### config.mk
export PLATFORM = sky130hd
export DESIGN_NAME = adc_sampling_sequencer
export DESIGN_NICKNAME = d
export VERILOG_FILES = /design/src/adc_seq_pkg.sv /design/src/adc_sampling_sequencer.sv /design/src/conv_tick_gen.sv /design/src/sar_engine.sv
export SDC_FILE = /design/constraint.sdc
export NUM_CORES = 1
export LEC_CHECK = 0
export ABC_AREA = 1
export BUFFER_PORTS_ARGS = -buffer_cell sky130_fd_sc_hd__buf_4
export CORE_MARGIN = 2
export CORE_UTILIZATION = 45
export DETAILED_ROUTE_END_ITERATION = 12
export HOLD_SLACK_MARGIN = 0.06
export PLACE_DENSITY_LB_ADDON = 0.15
export RECOVER_POWER = 50
export SLEW_MARGIN = 15
export SYNTH_ARGS = -nofsm -noshare
export SYNTH_HDL_FRONTEND = slang
export SYNTH_SLANG_ARGS = --single-unit
### constraint.sdc
create_clock -name hclk -period 2 [get_ports hclk]
set_input_delay 0.3 -clock hclk [delete_from_list [all_inputs] [get_ports hclk]]
set_output_delay 0.3 -clock hclk [all_outputs]
set_load 0.05 [all_outputs]
### src/adc_seq_pkg.sv
package adc_seq_pkg;

  // Converter geometry
  localparam int unsigned CODE_W      = 12;
  localparam int unsigned NUM_CH      = 16;
  localparam int unsigned CH_W        = 4;
  localparam int unsigned TICKS_W     = 6;

  // Clock rates, used to derive the conversion tick
  localparam int unsigned SYS_CLK_MHZ  = 100;
  localparam int unsigned CONV_CLK_MHZ = 12;
  localparam logic [6:0]  TICK_MOD     = 7'(SYS_CLK_MHZ);
  localparam logic [6:0]  TICK_STEP    = 7'(CONV_CLK_MHZ);

  // Register indexes; byte address is four times the index
  localparam logic [15:0] IDX_DAC_CR   = 16'h4035;
  localparam logic [15:0] IDX_MASKH    = 16'h4036;
  localparam logic [15:0] IDX_MASKL    = 16'h4037;
  localparam logic [15:0] IDX_SCYC     = 16'h4038;
  localparam logic [15:0] IDX_CR       = 16'h4039;
  localparam logic [15:0] IDX_PH_SEL2  = 16'h4049;
  localparam logic [15:0] IDX_TRIG_CFG = 16'h4050;
  localparam logic [15:0] IDX_RES_BASE = 16'h0fd8;
  localparam logic [15:0] IDX_RES_LAST = 16'h0ff7;

  // Control register fields
  localparam int unsigned CR_ENABLE = 7;
  localparam int unsigned CR_BUSY   = 6;
  localparam int unsigned CR_RATIO  = 5;
  localparam int unsigned CR_ALIGN  = 2;
  localparam int unsigned CR_IE     = 1;
  localparam int unsigned CR_DONE   = 0;

  // Trigger configuration fields
  localparam int unsigned TC_FOC_EN   = 0;
  localparam int unsigned TC_SHUNT_LO = 1;
  localparam int unsigned TC_BUSV_SEL = 3;
  localparam int unsigned TC_T1_EN    = 4;
  localparam int unsigned TC_POS_SRC  = 5;
  localparam int unsigned TC_PH_MAP   = 6;

  // Reset values
  localparam logic [7:0]  CR_RST      = 8'h00;
  localparam logic [15:0] MASK_RST    = 16'h0000;
  localparam logic [7:0]  SCYC_RST    = 8'h33;
  localparam logic [3:0]  SCYC_DAC_RST = 4'h3;
  localparam logic [3:0]  SCYC_PH_RST = 4'h0;
  localparam logic [6:0]  TRIG_RST    = 7'h00;

  // Shunt modes
  localparam logic [1:0] SHUNT_SINGLE = 2'h0;
  localparam logic [1:0] SHUNT_DUAL   = 2'h1;

  // Trigger request kinds
  localparam logic [1:0] FOC_IA   = 2'h0;
  localparam logic [1:0] FOC_IB   = 2'h1;
  localparam logic [1:0] FOC_IC   = 2'h2;
  localparam logic [1:0] T1_IBUS  = 2'h0;
  localparam logic [1:0] T1_U     = 2'h1;
  localparam logic [1:0] T1_V     = 2'h2;

  // Decode a 4-bit sampling field into conversion-clock cycles
  function automatic logic [TICKS_W-1:0] scyc_ticks(input logic [3:0] f);
    scyc_ticks = f[3] ? {f[2:0], 3'h7} : {3'h0, f[2:0]};
  endfunction : scyc_ticks

  // Place a code right-aligned or in bits 14:3, unused bits zero
  function automatic logic [15:0] align_code(input logic [CODE_W-1:0] c, input logic left);
    align_code = left ? {1'b0, c, 3'h0} : {4'h0, c};
  endfunction : align_code

endpackage : adc_seq_pkg

### src/adc_sampling_sequencer.sv
`timescale 1ns/1ps
module adc_sampling_sequencer
  import adc_seq_pkg::*;
(
  input  wire logic        hclk,
  input  wire logic        hresetn,
  input  wire logic        hsel,
  input  wire logic [31:0] haddr,
  input  wire logic [1:0]  htrans,
  input  wire logic        hwrite,
  input  wire logic [2:0]  hsize,
  input  wire logic [31:0] hwdata,
  input  wire logic        hready,
  output logic             hreadyout,
  output logic             hresp,
  output logic [31:0]      hrdata,
  input  wire logic        foc_req,
  input  wire logic [1:0]  foc_kind,
  output logic             foc_result_valid,
  output logic [15:0]      foc_result,
  input  wire logic        t1_req,
  input  wire logic [1:0]  t1_kind,
  output logic             t1_result_valid,
  output logic [15:0]      t1_result,
  input  wire logic        cmp_in,
  output logic [3:0]       adc_chan_sel,
  output logic             adc_sample,
  output logic [11:0]      adc_trial_code,
  output logic             ratio_select
);

  typedef enum logic [2:0] {
    ST_IDLE = 3'b001,
    ST_LAUNCH = 3'b010,
    ST_WAIT = 3'b100
  } seq_state_t;

  seq_state_t          state_q;
  logic [7:0]          cr_q;
  logic [15:0]         channel_enable_mask_q;
  logic [7:0]          sample_cycle_config_q;
  logic [3:0]          scyc_dac_q;
  logic [3:0]          scyc_ph_q;
  logic [6:0]          trig_cfg_q;
  logic [15:0]         channel_result_q [NUM_CH];
  logic [15:0]         pending_q;
  logic                foc_pend_q;
  logic [1:0]          foc_kind_q;
  logic                t1_pend_q;
  logic [1:0]          t1_kind_q;
  logic                job_trig_q;
  logic                job_foc_q;
  logic [CH_W-1:0]     job_ch_q;
  logic                cmp_meta_q;
  logic                cmp_sync_q;
  logic                wr_pend_q;
  logic [15:0]         wr_idx_q;
  logic                tick;
  logic                core_busy;
  logic                core_done;
  logic [CODE_W-1:0]   core_code;
  logic [CH_W-1:0]     next_ch;
  logic                next_found;
  logic [CH_W-1:0]     foc_ch;
  logic [CH_W-1:0]     t1_ch;
  logic                t1_kind_ok;
  logic [3:0]          samp_field;
  logic [15:0]         addr_idx;
  logic                addr_ok;
  logic [31:0]         rd_data;
  logic                start_wr;
  logic                done_clr;
  logic                pass_end;
  logic                core_start;

  assign addr_idx = haddr[17:2];
  assign addr_ok  = hsel && htrans[1] && hready;

  // Pin input crosses into hclk through two flops
  always_ff @(posedge hclk or negedge hresetn)
    if (!hresetn)
    begin
      cmp_meta_q <= 1'b0;
      cmp_sync_q <= 1'b0;
    end
    else
    begin
      cmp_meta_q <= cmp_in;
      cmp_sync_q <= cmp_meta_q;
    end

  conv_tick_gen u_tick (
    .hclk    (hclk),
    .hresetn (hresetn),
    .tick    (tick)
  );

  sar_engine u_sar (
    .hclk       (hclk),
    .hresetn    (hresetn),
    .tick       (tick),
    .start      (core_start),
    .chan       (job_ch_q),
    .samp_ticks (scyc_ticks(samp_field)),
    .cmp_hi     (cmp_sync_q),
    .busy       (core_busy),
    .done       (core_done),
    .code       (core_code),
    .chan_sel   (adc_chan_sel),
    .sampling   (adc_sample),
    .trial      (adc_trial_code)
  );

  // lowest enabled channel still to do
  always_comb
  begin
    next_ch    = '0;
    next_found = 1'b0;
    for (int i = NUM_CH - 1; i >= 0; i--)
      if (pending_q[i])
      begin
        next_ch    = CH_W'(i);
        next_found = 1'b1;
      end
  end

  // bus voltage on 2 or 15; phase A current on 4 or 0 by shunt mode, B and C fixed
  always_comb
    unique case (foc_kind_q)
      FOC_IA:  foc_ch = (trig_cfg_q[TC_SHUNT_LO +: 2] == SHUNT_SINGLE) ? 4'd4 : 4'd0;
      FOC_IB:  foc_ch = 4'd1;
      FOC_IC:  foc_ch = 4'd4;
      default: foc_ch = trig_cfg_q[TC_BUSV_SEL] ? 4'd15 : 4'd2;
    endcase

  always_comb
    unique case (t1_kind_q)
      T1_IBUS: t1_ch = 4'd4;
      T1_U:    t1_ch = 4'd10;
      T1_V:    t1_ch = trig_cfg_q[TC_PH_MAP] ? 4'd12 : 4'd9;
      default: t1_ch = trig_cfg_q[TC_PH_MAP] ? 4'd13 : 4'd8;
    endcase

  // phase samples only when the converter feeds position detection
  assign t1_kind_ok = (t1_kind == T1_IBUS) || trig_cfg_q[TC_POS_SRC];

  // sampling field for the channel being launched
  always_comb
    unique case (job_ch_q)
      4'd0, 4'd1, 4'd3, 4'd4, 4'd5, 4'd10, 4'd12: samp_field = sample_cycle_config_q[3:0];
      4'd6, 4'd7, 4'd14:                          samp_field = sample_cycle_config_q[7:4];
      4'd2, 4'd15:                                samp_field = scyc_ph_q;
      default:                                    samp_field = scyc_dac_q;
    endcase

  // Write decode; start needs a non-empty mask
  assign start_wr   = wr_pend_q && (wr_idx_q == IDX_CR) && hwdata[CR_BUSY] && cr_q[CR_ENABLE] &&
                      (channel_enable_mask_q != 16'h0000);
  assign done_clr   = wr_pend_q && (wr_idx_q == IDX_CR) && !hwdata[CR_DONE];
  assign core_start = (state_q == ST_LAUNCH);
  // The finishing channel's pending bit only drops at this same edge, so mask it out
  assign pass_end   = core_done && !job_trig_q && ((pending_q & ~(16'h0001 << job_ch_q)) == 16'h0000);

  // AHB-Lite slave: zero wait states, always OKAY
  always_ff @(posedge hclk or negedge hresetn)
    if (!hresetn)
    begin
      wr_pend_q <= 1'b0;
      wr_idx_q  <= '0;
      hreadyout <= 1'b0;
      hresp     <= 1'b0;
      hrdata    <= '0;
    end
    else
    begin
      hreadyout <= 1'b1;
      hresp     <= 1'b0;
      wr_pend_q <= addr_ok && hwrite;
      wr_idx_q  <= addr_idx;
      if (addr_ok && !hwrite)
        hrdata <= rd_data;
    end

  // Read mux; unmapped addresses read zero
  always_comb
  begin
    rd_data = '0;
    if (addr_idx >= IDX_RES_BASE && addr_idx <= IDX_RES_LAST)
      // unused bits already zero in the stored word
      rd_data = addr_idx[0] ? {24'h0, channel_result_q[4'(addr_idx[4:1] - 4'hc)][7:0]}
                            : {24'h0, channel_result_q[4'(addr_idx[4:1] - 4'hc)][15:8]};
    else
      unique case (addr_idx)
        IDX_CR:       rd_data = {24'h0, cr_q[7:5], 2'b00, cr_q[2:0]};
        IDX_MASKH:    rd_data = {24'h0, channel_enable_mask_q[15:8]};
        IDX_MASKL:    rd_data = {24'h0, channel_enable_mask_q[7:0]};
        IDX_SCYC:     rd_data = {24'h0, sample_cycle_config_q};
        IDX_DAC_CR:   rd_data = {26'h0, scyc_dac_q, 2'b00};
        IDX_PH_SEL2:  rd_data = {26'h0, scyc_ph_q, 2'b00};
        IDX_TRIG_CFG: rd_data = {25'h0, trig_cfg_q};
        default:      rd_data = '0;
      endcase
  end

  // Configuration registers written in the data phase
  always_ff @(posedge hclk or negedge hresetn)
    if (!hresetn)
    begin
      channel_enable_mask_q <= MASK_RST;
      sample_cycle_config_q <= SCYC_RST;
      scyc_dac_q            <= SCYC_DAC_RST;
      scyc_ph_q             <= SCYC_PH_RST;
      trig_cfg_q            <= TRIG_RST;
    end
    else if (wr_pend_q)
      unique case (wr_idx_q)
        IDX_MASKH:    channel_enable_mask_q[15:8] <= hwdata[7:0];
        IDX_MASKL:    channel_enable_mask_q[7:0]  <= hwdata[7:0];
        IDX_SCYC:     sample_cycle_config_q       <= hwdata[7:0];
        IDX_DAC_CR:   scyc_dac_q                  <= hwdata[5:2];
        IDX_PH_SEL2:  scyc_ph_q                   <= hwdata[5:2];
        IDX_TRIG_CFG: trig_cfg_q                  <= hwdata[6:0];
        default:      ;
      endcase

  // Control register; busy and done are owned by hardware
  always_ff @(posedge hclk or negedge hresetn)
    if (!hresetn)
      cr_q <= CR_RST;
    else
    begin
      if (wr_pend_q && wr_idx_q == IDX_CR)
      begin
        cr_q[CR_ENABLE] <= hwdata[CR_ENABLE];
        cr_q[CR_RATIO]  <= hwdata[CR_RATIO];
        cr_q[CR_ALIGN]  <= hwdata[CR_ALIGN];
        cr_q[CR_IE]     <= hwdata[CR_IE];
      end
      // busy from start until the last enabled channel is stored
      if (start_wr)
        cr_q[CR_BUSY] <= 1'b1;
      else if (pass_end || !cr_q[CR_ENABLE])
        cr_q[CR_BUSY] <= 1'b0;
      // set wins over a clearing write
      if (pass_end)
        cr_q[CR_DONE] <= 1'b1;
      else if (done_clr)
        cr_q[CR_DONE] <= 1'b0;
    end

  // Trigger requests held until served; disabled engines are ignored
  always_ff @(posedge hclk or negedge hresetn)
    if (!hresetn)
    begin
      foc_pend_q <= 1'b0;
      foc_kind_q <= 2'h0;
      t1_pend_q  <= 1'b0;
      t1_kind_q  <= 2'h0;
    end
    else
    begin
      if (foc_req && trig_cfg_q[TC_FOC_EN] && !foc_pend_q)
      begin
        foc_pend_q <= 1'b1;
        foc_kind_q <= foc_kind;
      end
      else if (state_q == ST_IDLE && foc_pend_q && cr_q[CR_ENABLE])
        foc_pend_q <= 1'b0;
      if (t1_req && trig_cfg_q[TC_T1_EN] && t1_kind_ok && !t1_pend_q)
      begin
        t1_pend_q <= 1'b1;
        t1_kind_q <= t1_kind;
      end
      else if (state_q == ST_IDLE && t1_pend_q && !foc_pend_q && cr_q[CR_ENABLE])
        t1_pend_q <= 1'b0;
    end

  // Job scheduler: triggered first, then lowest pending sequential channel
  always_ff @(posedge hclk or negedge hresetn)
    if (!hresetn)
    begin
      state_q    <= ST_IDLE;
      job_trig_q <= 1'b0;
      job_foc_q  <= 1'b0;
      job_ch_q   <= '0;
      pending_q  <= '0;
    end
    else
    begin
      // snapshot of the enabled channels for this pass
      if (start_wr && !cr_q[CR_BUSY])
        pending_q <= channel_enable_mask_q;
      else if (!cr_q[CR_ENABLE])
        pending_q <= '0;
      unique case (state_q)
        ST_IDLE:
          if (cr_q[CR_ENABLE] && (foc_pend_q || t1_pend_q))
          begin
            job_trig_q <= 1'b1;
            job_foc_q  <= foc_pend_q;
            job_ch_q   <= foc_pend_q ? foc_ch : t1_ch;
            state_q    <= ST_LAUNCH;
          end
          else if (cr_q[CR_BUSY] && next_found)
          begin
            job_trig_q <= 1'b0;
            job_ch_q   <= next_ch;
            state_q    <= ST_LAUNCH;
          end
        ST_LAUNCH:
          state_q <= ST_WAIT;
        ST_WAIT:
          if (core_done)
          begin
            state_q <= ST_IDLE;
            if (!job_trig_q)
              pending_q[job_ch_q] <= 1'b0;
          end
      endcase
    end

  // sequential results only; alignment per select
  always_ff @(posedge hclk or negedge hresetn)
    if (!hresetn)
      for (int i = 0; i < NUM_CH; i++)
        channel_result_q[i] <= 16'h0000;
    else if (state_q == ST_WAIT && core_done && !job_trig_q)
      channel_result_q[job_ch_q] <= align_code(core_code, cr_q[CR_ALIGN]);

  always_ff @(posedge hclk or negedge hresetn)
    if (!hresetn)
    begin
      foc_result_valid <= 1'b0;
      foc_result       <= 16'h0000;
      t1_result_valid  <= 1'b0;
      t1_result        <= 16'h0000;
      ratio_select     <= 1'b0;
    end
    else
    begin
      ratio_select     <= cr_q[CR_RATIO];
      foc_result_valid <= state_q == ST_WAIT && core_done && job_trig_q && job_foc_q;
      t1_result_valid  <= state_q == ST_WAIT && core_done && job_trig_q && !job_foc_q;
      if (state_q == ST_WAIT && core_done && job_trig_q && job_foc_q)
        foc_result <= align_code(core_code, 1'b1);
      if (state_q == ST_WAIT && core_done && job_trig_q && !job_foc_q)
        t1_result <= align_code(core_code, 1'b1);
    end

endmodule : adc_sampling_sequencer

### src/conv_tick_gen.sv
`timescale 1ns/1ps
module conv_tick_gen
  import adc_seq_pkg::*;
(
  input  wire logic hclk,
  input  wire logic hresetn,
  output logic      tick
);

  logic [6:0] acc_q;
  logic [6:0] sum;

  // Fractional divider: 12 pulses every 100 cycles, jitter traded for one clock
  assign sum = acc_q + TICK_STEP;

  always_ff @(posedge hclk or negedge hresetn)
    if (!hresetn)
    begin
      acc_q <= 7'h00;
      tick  <= 1'b0;
    end
    else
    begin
      tick  <= (sum >= TICK_MOD);
      acc_q <= (sum >= TICK_MOD) ? sum - TICK_MOD : sum;
    end

endmodule : conv_tick_gen

### src/sar_engine.sv
`timescale 1ns/1ps
module sar_engine
  import adc_seq_pkg::*;
(
  input  wire logic               hclk,
  input  wire logic               hresetn,
  input  wire logic               tick,
  input  wire logic               start,
  input  wire logic [CH_W-1:0]    chan,
  input  wire logic [TICKS_W-1:0] samp_ticks,
  input  wire logic               cmp_hi,
  output logic                    busy,
  output logic                    done,
  output logic [CODE_W-1:0]       code,
  output logic [CH_W-1:0]         chan_sel,
  output logic                    sampling,
  output logic [CODE_W-1:0]       trial
);

  logic [TICKS_W-1:0] cnt_q;
  logic [3:0]         bit_q;

  // Sample for the programmed ticks, then one bit trial per tick, MSB first
  always_ff @(posedge hclk or negedge hresetn)
    if (!hresetn)
    begin
      busy     <= 1'b0;
      done     <= 1'b0;
      code     <= '0;
      chan_sel <= '0;
      sampling <= 1'b0;
      trial    <= '0;
      cnt_q    <= '0;
      bit_q    <= 4'h0;
    end
    else
    begin
      done <= 1'b0;
      if (start && !busy)
      begin
        busy     <= 1'b1;
        sampling <= 1'b1;
        chan_sel <= chan;
        cnt_q    <= samp_ticks;
        trial    <= '0;
      end
      else if (busy && tick && sampling)
      begin
        // A zero field still samples for one tick
        if (cnt_q <= 6'h01)
        begin
          sampling <= 1'b0;
          bit_q    <= 4'(CODE_W - 1);
          trial    <= 12'h800;
        end
        else
          cnt_q <= cnt_q - 6'h01;
      end
      else if (busy && tick)
      begin
        if (bit_q == 4'h0)
        begin
          code  <= cmp_hi ? trial : trial & ~12'h001;
          busy  <= 1'b0;
          done  <= 1'b1;
        end
        else
        begin
          // Keep the bit if the input is above the trial level
          trial <= (cmp_hi ? trial : trial & ~(12'h001 << bit_q)) | (12'h001 << (bit_q - 4'h1));
          bit_q <= bit_q - 4'h1;
        end
      end
    end

endmodule : sar_engine
# Word-level counts from Yosys, hierarchy flattened
# Index checks and enable logic that the tools add are counted.
# W data, S select, Z words.
word_totals:
  reg_bits: 460
  input_bits: 81
  out_inout_bits: 86
op_classes:
  add_sub_neg: 5
  n_lt_le_gt_ge: 9
  eq_ne: 40
  n_shift: 3
  muxes: 100
  n_bitwise: 11
  n_reduce_logical: 84
op_table:
  columns: ["cell", "n"]
  rows:
  - ["$bwmux W256", 1]
  - ["$eq A16 B15 Y1 const B", 14]
  - ["$mux W16", 8]
  - ["$mux W4", 24]
  - ["$mux W12", 6]
  - ["$bmux W16 S4", 1]
  - ["$demux W16 S4", 1]
  - ["$pmux W8 S7", 1]
  - ["$mux W1", 39]
  - ["$pmux W4 S3", 3]
  - ["$logic_and A1 B1 Y1", 35]
  - ["$and A16 B16 Y16", 2]
  - ["$not A16 Y16", 2]
  - ["$mux W6", 4]
  - ["$shl A1 B4 Y12 const A", 2]
  - ["$reduce_and A2 Y1", 11]
  - ["$reduce_bool A2 Y1", 10]
  - ["$mux W3", 6]
  - ["$eq A4 B3 Y1 const B", 4]
  - ["$eq A4 B4 Y1 const B", 4]
  - ["$ge A16 B12 Y1 const B", 1]
  - ["$le A16 B12 Y1 const B", 1]
  - ["$logic_not A16 Y1", 1]
  - ["$mux W8", 2]
  - ["other kinds (43)", 69]

# Logic depth before layout (Yosys ltp)
depth:
  word_depth: 20
  mapped_depth: 17
  depth_no_buf: 17

# By module
# Synthesis repeated with hierarchy kept, for this count alone.
unflattened:
  cells_unflattened: 2421
  area_unflattened_um2: 19825.3
by_module_without_submodules:
  columns: ["mod", "instances", "cells_each", "area_each_um2", "seq_area_each_um2"]
  rows:
  - ["adc_sampling_sequencer", 1, 2061, 17174.0, 9292.7]
  - ["sar_engine", 1, 301, 2210.9, 1026.0]
  - ["conv_tick_gen", 1, 59, 440.4, 150.1]

# Worst setup path before layout
# OpenSTA, ideal clock, no wires.
synth_timing:
  kind: "flip-flop to flip-flop"
  from: "reg u_sar.sampling"
  to: "reg u_sar.trial[8]"
  setup_ns: 0.095
  arrival_ns: 1.792
  t_required_ns: 1.905
  slack_ns: 0.113
  path_stages_with_launch: 12
  n_path_buf: 1
  period_less_slack_ns: 1.887
  cell_sequence: "dfrtp_1 -> inv_1 -> nor2_2 -> inv_2 -> nand3_1 -> nand3_1 -> nor2_4 -> nand2_4 -> buf_4 -> a21oi_1 -> o21ai_0 -> o31ai_1"
synth_via:
  elab_chain_cells: 3
  elab_cells_between_ends: 7
  cone_classes: "2 x eq/ne; 2 x mux; 3 x reduce/logical"
synth_lines:
  columns: ["element", "line_no", "source"]
  rows:
  - ["from (decl)", "sar_engine.sv:16", "output logic sampling,"]
  - ["from (signal assigned)", "sar_engine.sv:31", "sampling <= 1'b0;"]
  - ["from (signal assigned)", "sar_engine.sv:42", "sampling <= 1'b1;"]
  - ["from (signal assigned)", "sar_engine.sv:52", "sampling <= 1'b0;"]
  - ["$logic_and A1 B1 Y1 *", "sar_engine.sv:47", "else if (busy && tick && sampling)"]
  - ["$ne A3 B2 Y1 (no line), or another cell as far along", null, null]
  - ["$reduce_and A3 Y1 (no line) / $mux W12 (equally long branches)", null, null]
  - ["to (signal assigned)", "sar_engine.sv:70", "trial <= (cmp_hi ? trial : trial & ~(12'h001 << bit_q)) | (12'h001 << (bit_q - 4'h1));"]
  - ["to (decl)", "sar_engine.sv:17", "output logic [CODE_W-1:0] trial"]
# Every way passes the cells marked *; elsewhere a longest branch is shown, timed or not.
# A chain may end at the register's enable or synchronous reset.

# Worst setup path in the final report
layout_timing:
  from: "reg job_ch_q[1]"
  to: "reg u_sar.cnt_q[1]"
layout_via:
  elab_chain_cells: 5
  elab_cells_between_ends: 18
  cone_classes: "11 x eq/ne; 3 x mux; 4 x reduce/logical"
layout_lines:
  columns: ["element", "line_no", "source"]
  rows:
  - ["from (decl)", "adc_sampling_sequencer.sv:53", "logic [CH_W-1:0] job_ch_q;"]
  - ["from (signal assigned)", "adc_sampling_sequencer.sv:301", "job_ch_q <= foc_pend_q ? foc_ch : t1_ch;"]
  - ["from (signal assigned)", "adc_sampling_sequencer.sv:307", "job_ch_q <= next_ch;"]
  - ["$eq A4 B1 Y1, or another cell as far along", "adc_sampling_sequencer.sv:149", "unique case (job_ch_q)"]
  - ["$reduce_or A7 Y1, or another cell as far along", "adc_sampling_sequencer.sv:149", null]
  - ["$pmux W4 S3 *", "adc_sampling_sequencer.sv:149", null]
  - ["$mux W6 *", "adc_seq_pkg.sv:64", "scyc_ticks = f[3] ? {f[2:0], 3'h7} : {3'h0, f[2:0]};"]
  - ["$mux W6 *", "sar_engine.sv:39", "if (start && !busy)"]
  - ["to (signal assigned)", "sar_engine.sv:44", "cnt_q <= samp_ticks;"]
  - ["to (signal assigned)", "sar_engine.sv:57", "cnt_q <= cnt_q - 6'h01;"]
  - ["to (decl)", "sar_engine.sv:20", "logic [TICKS_W-1:0] cnt_q;"]
# Marked as above.

==> results.yml <==
power_and_ir_drop:
  p_comb_share_pct: 6.0
  p_sw_share_pct: 23.0
  irDropWorstVdd_v: 0.000617
  powerDensity_nw_per_um2: 787
  seq_power_share_pct: 45.7
  power.switching_mw: 4.27
  p_clk_share_pct: 48.3
  p_leak_nw: 11.2
  internal_power_mw: 14.3
sta:
  fin_crit_sh_pct: 96.8
  finalCriticalPeriod_ns: 1.94
  finalMaxSlewViolations: 0
  hold_viol_final: 0
  tightest_slew_ns: 1.12
  slew_headroom_pct: 25.5
  setup_violations: 0
  fin_ws_ns: 0.0649
  clock.fmax_ghz: 0.517
  fin_skew_ns: 0.0142
critical_path:
  reg2reg_depth: 11
  cp_data_required_time_ns: 2.45
  timing_worst_setup_path_type: "reg -> reg"
  cp_max_fo: 4
  startpoint_type: "flop"
  cp_data_arrival_time_ns: 2.38
  end_kind: "flop"
drt:
  post_drt_wl_per_cell_microns: 18.4
  vias_per_cell: 5.40
  dr.pass1.iters: 5
  ant_nets: 0
  routed_wl_microns: 58300
  drcViolationCount: 0
  drtIter0Drc: 1613
  vias: 17100
clock_network:
  cts_root_buffer: "clkbuf_16"
  clockBufferDepth: 3
  htreeDepth: 2
  cts_buffers: 46
  insertion_delay_ns: 0.58
  cts_sinks: 418
  path_clk_slew_ns: 0.06
  cts_tree: "built"
layout:
  seq_area_sq_um: 10500
  areaGrowthSynthToFinish_pct: 21.5
  final_common_cell: "nand2_1"
  drive_gt1_share_pct: 14.8
  nNetsFinal: 2647
  fillCellCount: 3984
  multi_input_area_sq_um: 7810
  final_cell_mix: "nand2_1 (531), o21ai_0 (489), dfrtp_1 (409)"
  n_antenna_cell: 0
  fin_area_sq_um: 23600
placed_design:
  hpwl_microns: 38800
  pre_cts_ws_ns: -0.0420
  gp_congestion: 0.917
  post_dp_cell_area_sq_um: 21600
  port_buffers: 89
logic_synthesis:
  seq_area_frac_synth_pct: 53.9
  ys.flop_type: "dfrtp_1"
  synth_enable_flop_cells: 0
  syn_inst: 2365
  ys_async_sr_fraction_pct: 100
  netlist_area_sq_um: 19400
  syn_avg_cell_area_sq_um: 8.22
  synth_top_family_by_area: "simple AND/OR/NAND/NOR gates"
  synthAdderAreaFrac_pct: 0.708
  synthMuxAreaShare_pct: 0
  ys_ff_latch: 418
  synth_simple_gate_area_share_pct: 19.5
  yosys.cell_types.count: 45
  synth_compound_area_share_pct: 18.2
  yosysWarnings: 0
  yosys.area_share.xor_xnor_pct: 0.361
grt:
  grt_pass1_wl_microns: 91900
  grt_pass1_vias: 16200
  grt_max_degree: 71
  antenna_found_initial: 0
  grt_util_all_layers_pct: 26.4
  grt-ovfl-total: 0
worst_hold_path:
  whs_path_depth: 3
  min_path_type: "in -> reg"
floorplan:
  core_sq_um: 42900
  io_pins: 167
  die_h_microns: 212
  std_cell_rows: 76
  start_util_pct: 45.3
  dieWidth_microns: 212
  dieArea_sq_um: 44900
run_status:
  status: "finished clean"
run:
  drv_cap: 0
final cells by class:
type	count	share of cell area [%]
clock buffer	68	5.96
inverter	173	2.75
timing repair buffer	271	9.94
clock inverter	14	0.863
sequential	418	44.3
tap	585	3.10
multi-input combinational	1645	33.1
synth_stat cells (2+ instances only):
library cell	n	area [sq um]
nor2_2	6	37.5
nor4_2	2	25.0
inv_1	164	616
nor2_1	263	987
nand4_1	21	131
or2_2	5	31.3
conb_1	2	7.51
o2111ai_1	18	158
nor4_1	9	56.3
nand2_2	6	37.5
nor2_4	2	22.5
nand3_1	53	265
nor3_1	30	150
buf_4	38	285
xor2_1	4	35.0
ha_1	11	138
a21oi_1	63	315
clkbuf_1	97	364
nand2_1	532	2000
buf_2	25	125
o21ai_0	498	2490
nand3b_1	2	15.0
o21ai_1	4	20.0
dfrtp_1	411	10300
a22oi_1	2	15.0
dfstp_2	7	184
o221ai_1	5	43.8
o211ai_1	4	30.0
a211oi_1	17	128
o22ai_1	33	206
inv_2	9	33.8
o31ai_1	6	45.0
xnor2_1	4	35.0
kinds of logic (layout without fill, tap and decap cells):
kind of cell / count (synthesis) / in the layout
and+or+nand+nor: 935 / 935
AOI/OAI and AO/OA: 657 / 657
DFF: 418 / 418
buffers and inverters: 334 / 526
adders and majority gates: 11 / 11
xor gates and xnor gates: 8 / 8
other: 2 / 34
per-layer routing:
metal / part of all wire [%] / wire length, microns / vias up / track usage, %
li1: - / - / 8128 / -
met2: 46 / 27000 / 614 / 41.9
met5: 0 / 0 / - / 0
met1: 45 / 26200 / 8313 / 38.0
met3: 6.4 / 3740 / 94 / 3.66
met4: 2.3 / 1360 / 0 / 7.75
final timing paths:
check	startpoint	to	slack (ns)
max in group asynchronous	hresetn	t1_result[11]	0.30
min in group asynchronous	hresetn	cmp_sync_q	0.47
min reg2reg	cmp_meta_q	cmp_sync_q	0.35
max reg2reg	job_ch_q[1]	u_sar.cnt_q[1]	0.06
min	hwdata[3]	scyc_ph_q[1]	0.08
max	job_ch_q[1]	u_sar.cnt_q[1]	0.06
per-stage QoR:
step	cells	utilization (%)	TNS, ns	hold slack, ns	power, mW
finish	3174	55.1	0	0.0774	18.6
global route	3174	55.1	-0.0292	0.0961	19.2
CTS	3159	54.7	0	0.0641	18.8
detailed placement	3053	50.3	-0.246	0.216	9.75
global placement	3053	50.3	-0.257	0.212	9.74
floorplan	2397	-	0	0.00441	9.22
worst max-delay path, stage by stage (launching register included):
cell	delay [ns]
dfrtp_1	0.42
nand2_2	0.14
inv_1	0.13
a21oi_4	0.20
inv_2	0.09
nand2_1	0.08
nand2_1	0.06
a21oi_1	0.11
and2_4	0.20
nand2_1	0.10
o21ai_1	0.16
o21ai_0	0.11
what timing repair did:
action | 4_1_cts | 5_1_grt
setup endpoints to repair | 16 | 47
cloned | 0 | 1
pin swaps | 0 | 11
endpoints found under the hold margin | 360 | 0
buffers inserted | 0 | 14
resized for setup | 1 | 43
hold buffers | 24 | 0
power groups by stage:
stage	Sequential, mW	Combinational [mW]	Clock (mW)
after global placement	8.65	1.08	0
final	8.50	1.11	8.98
after floorplan	8.67	0.550	0
after global routing	8.50	1.22	9.50
after CTS	8.50	1.13	9.16
after detailed placement	8.65	1.09	0
sequential cells by signal, summed over array words and instances, names as in the netlist, 5 cells and up:
signal	flops
channel_result_q	240
channel_enable_mask_q	16
pending_q	16
wr_idx_q	16
foc_result	12
t1_result	12
u_sar.code	12
u_sar.trial	12
hrdata	8
sample_cycle_config_q	8
trig_cfg_q	7
cr_q	6
u_sar.cnt_q	6
u_tick.acc_q	5
Power figures use the tool's default switching activity.
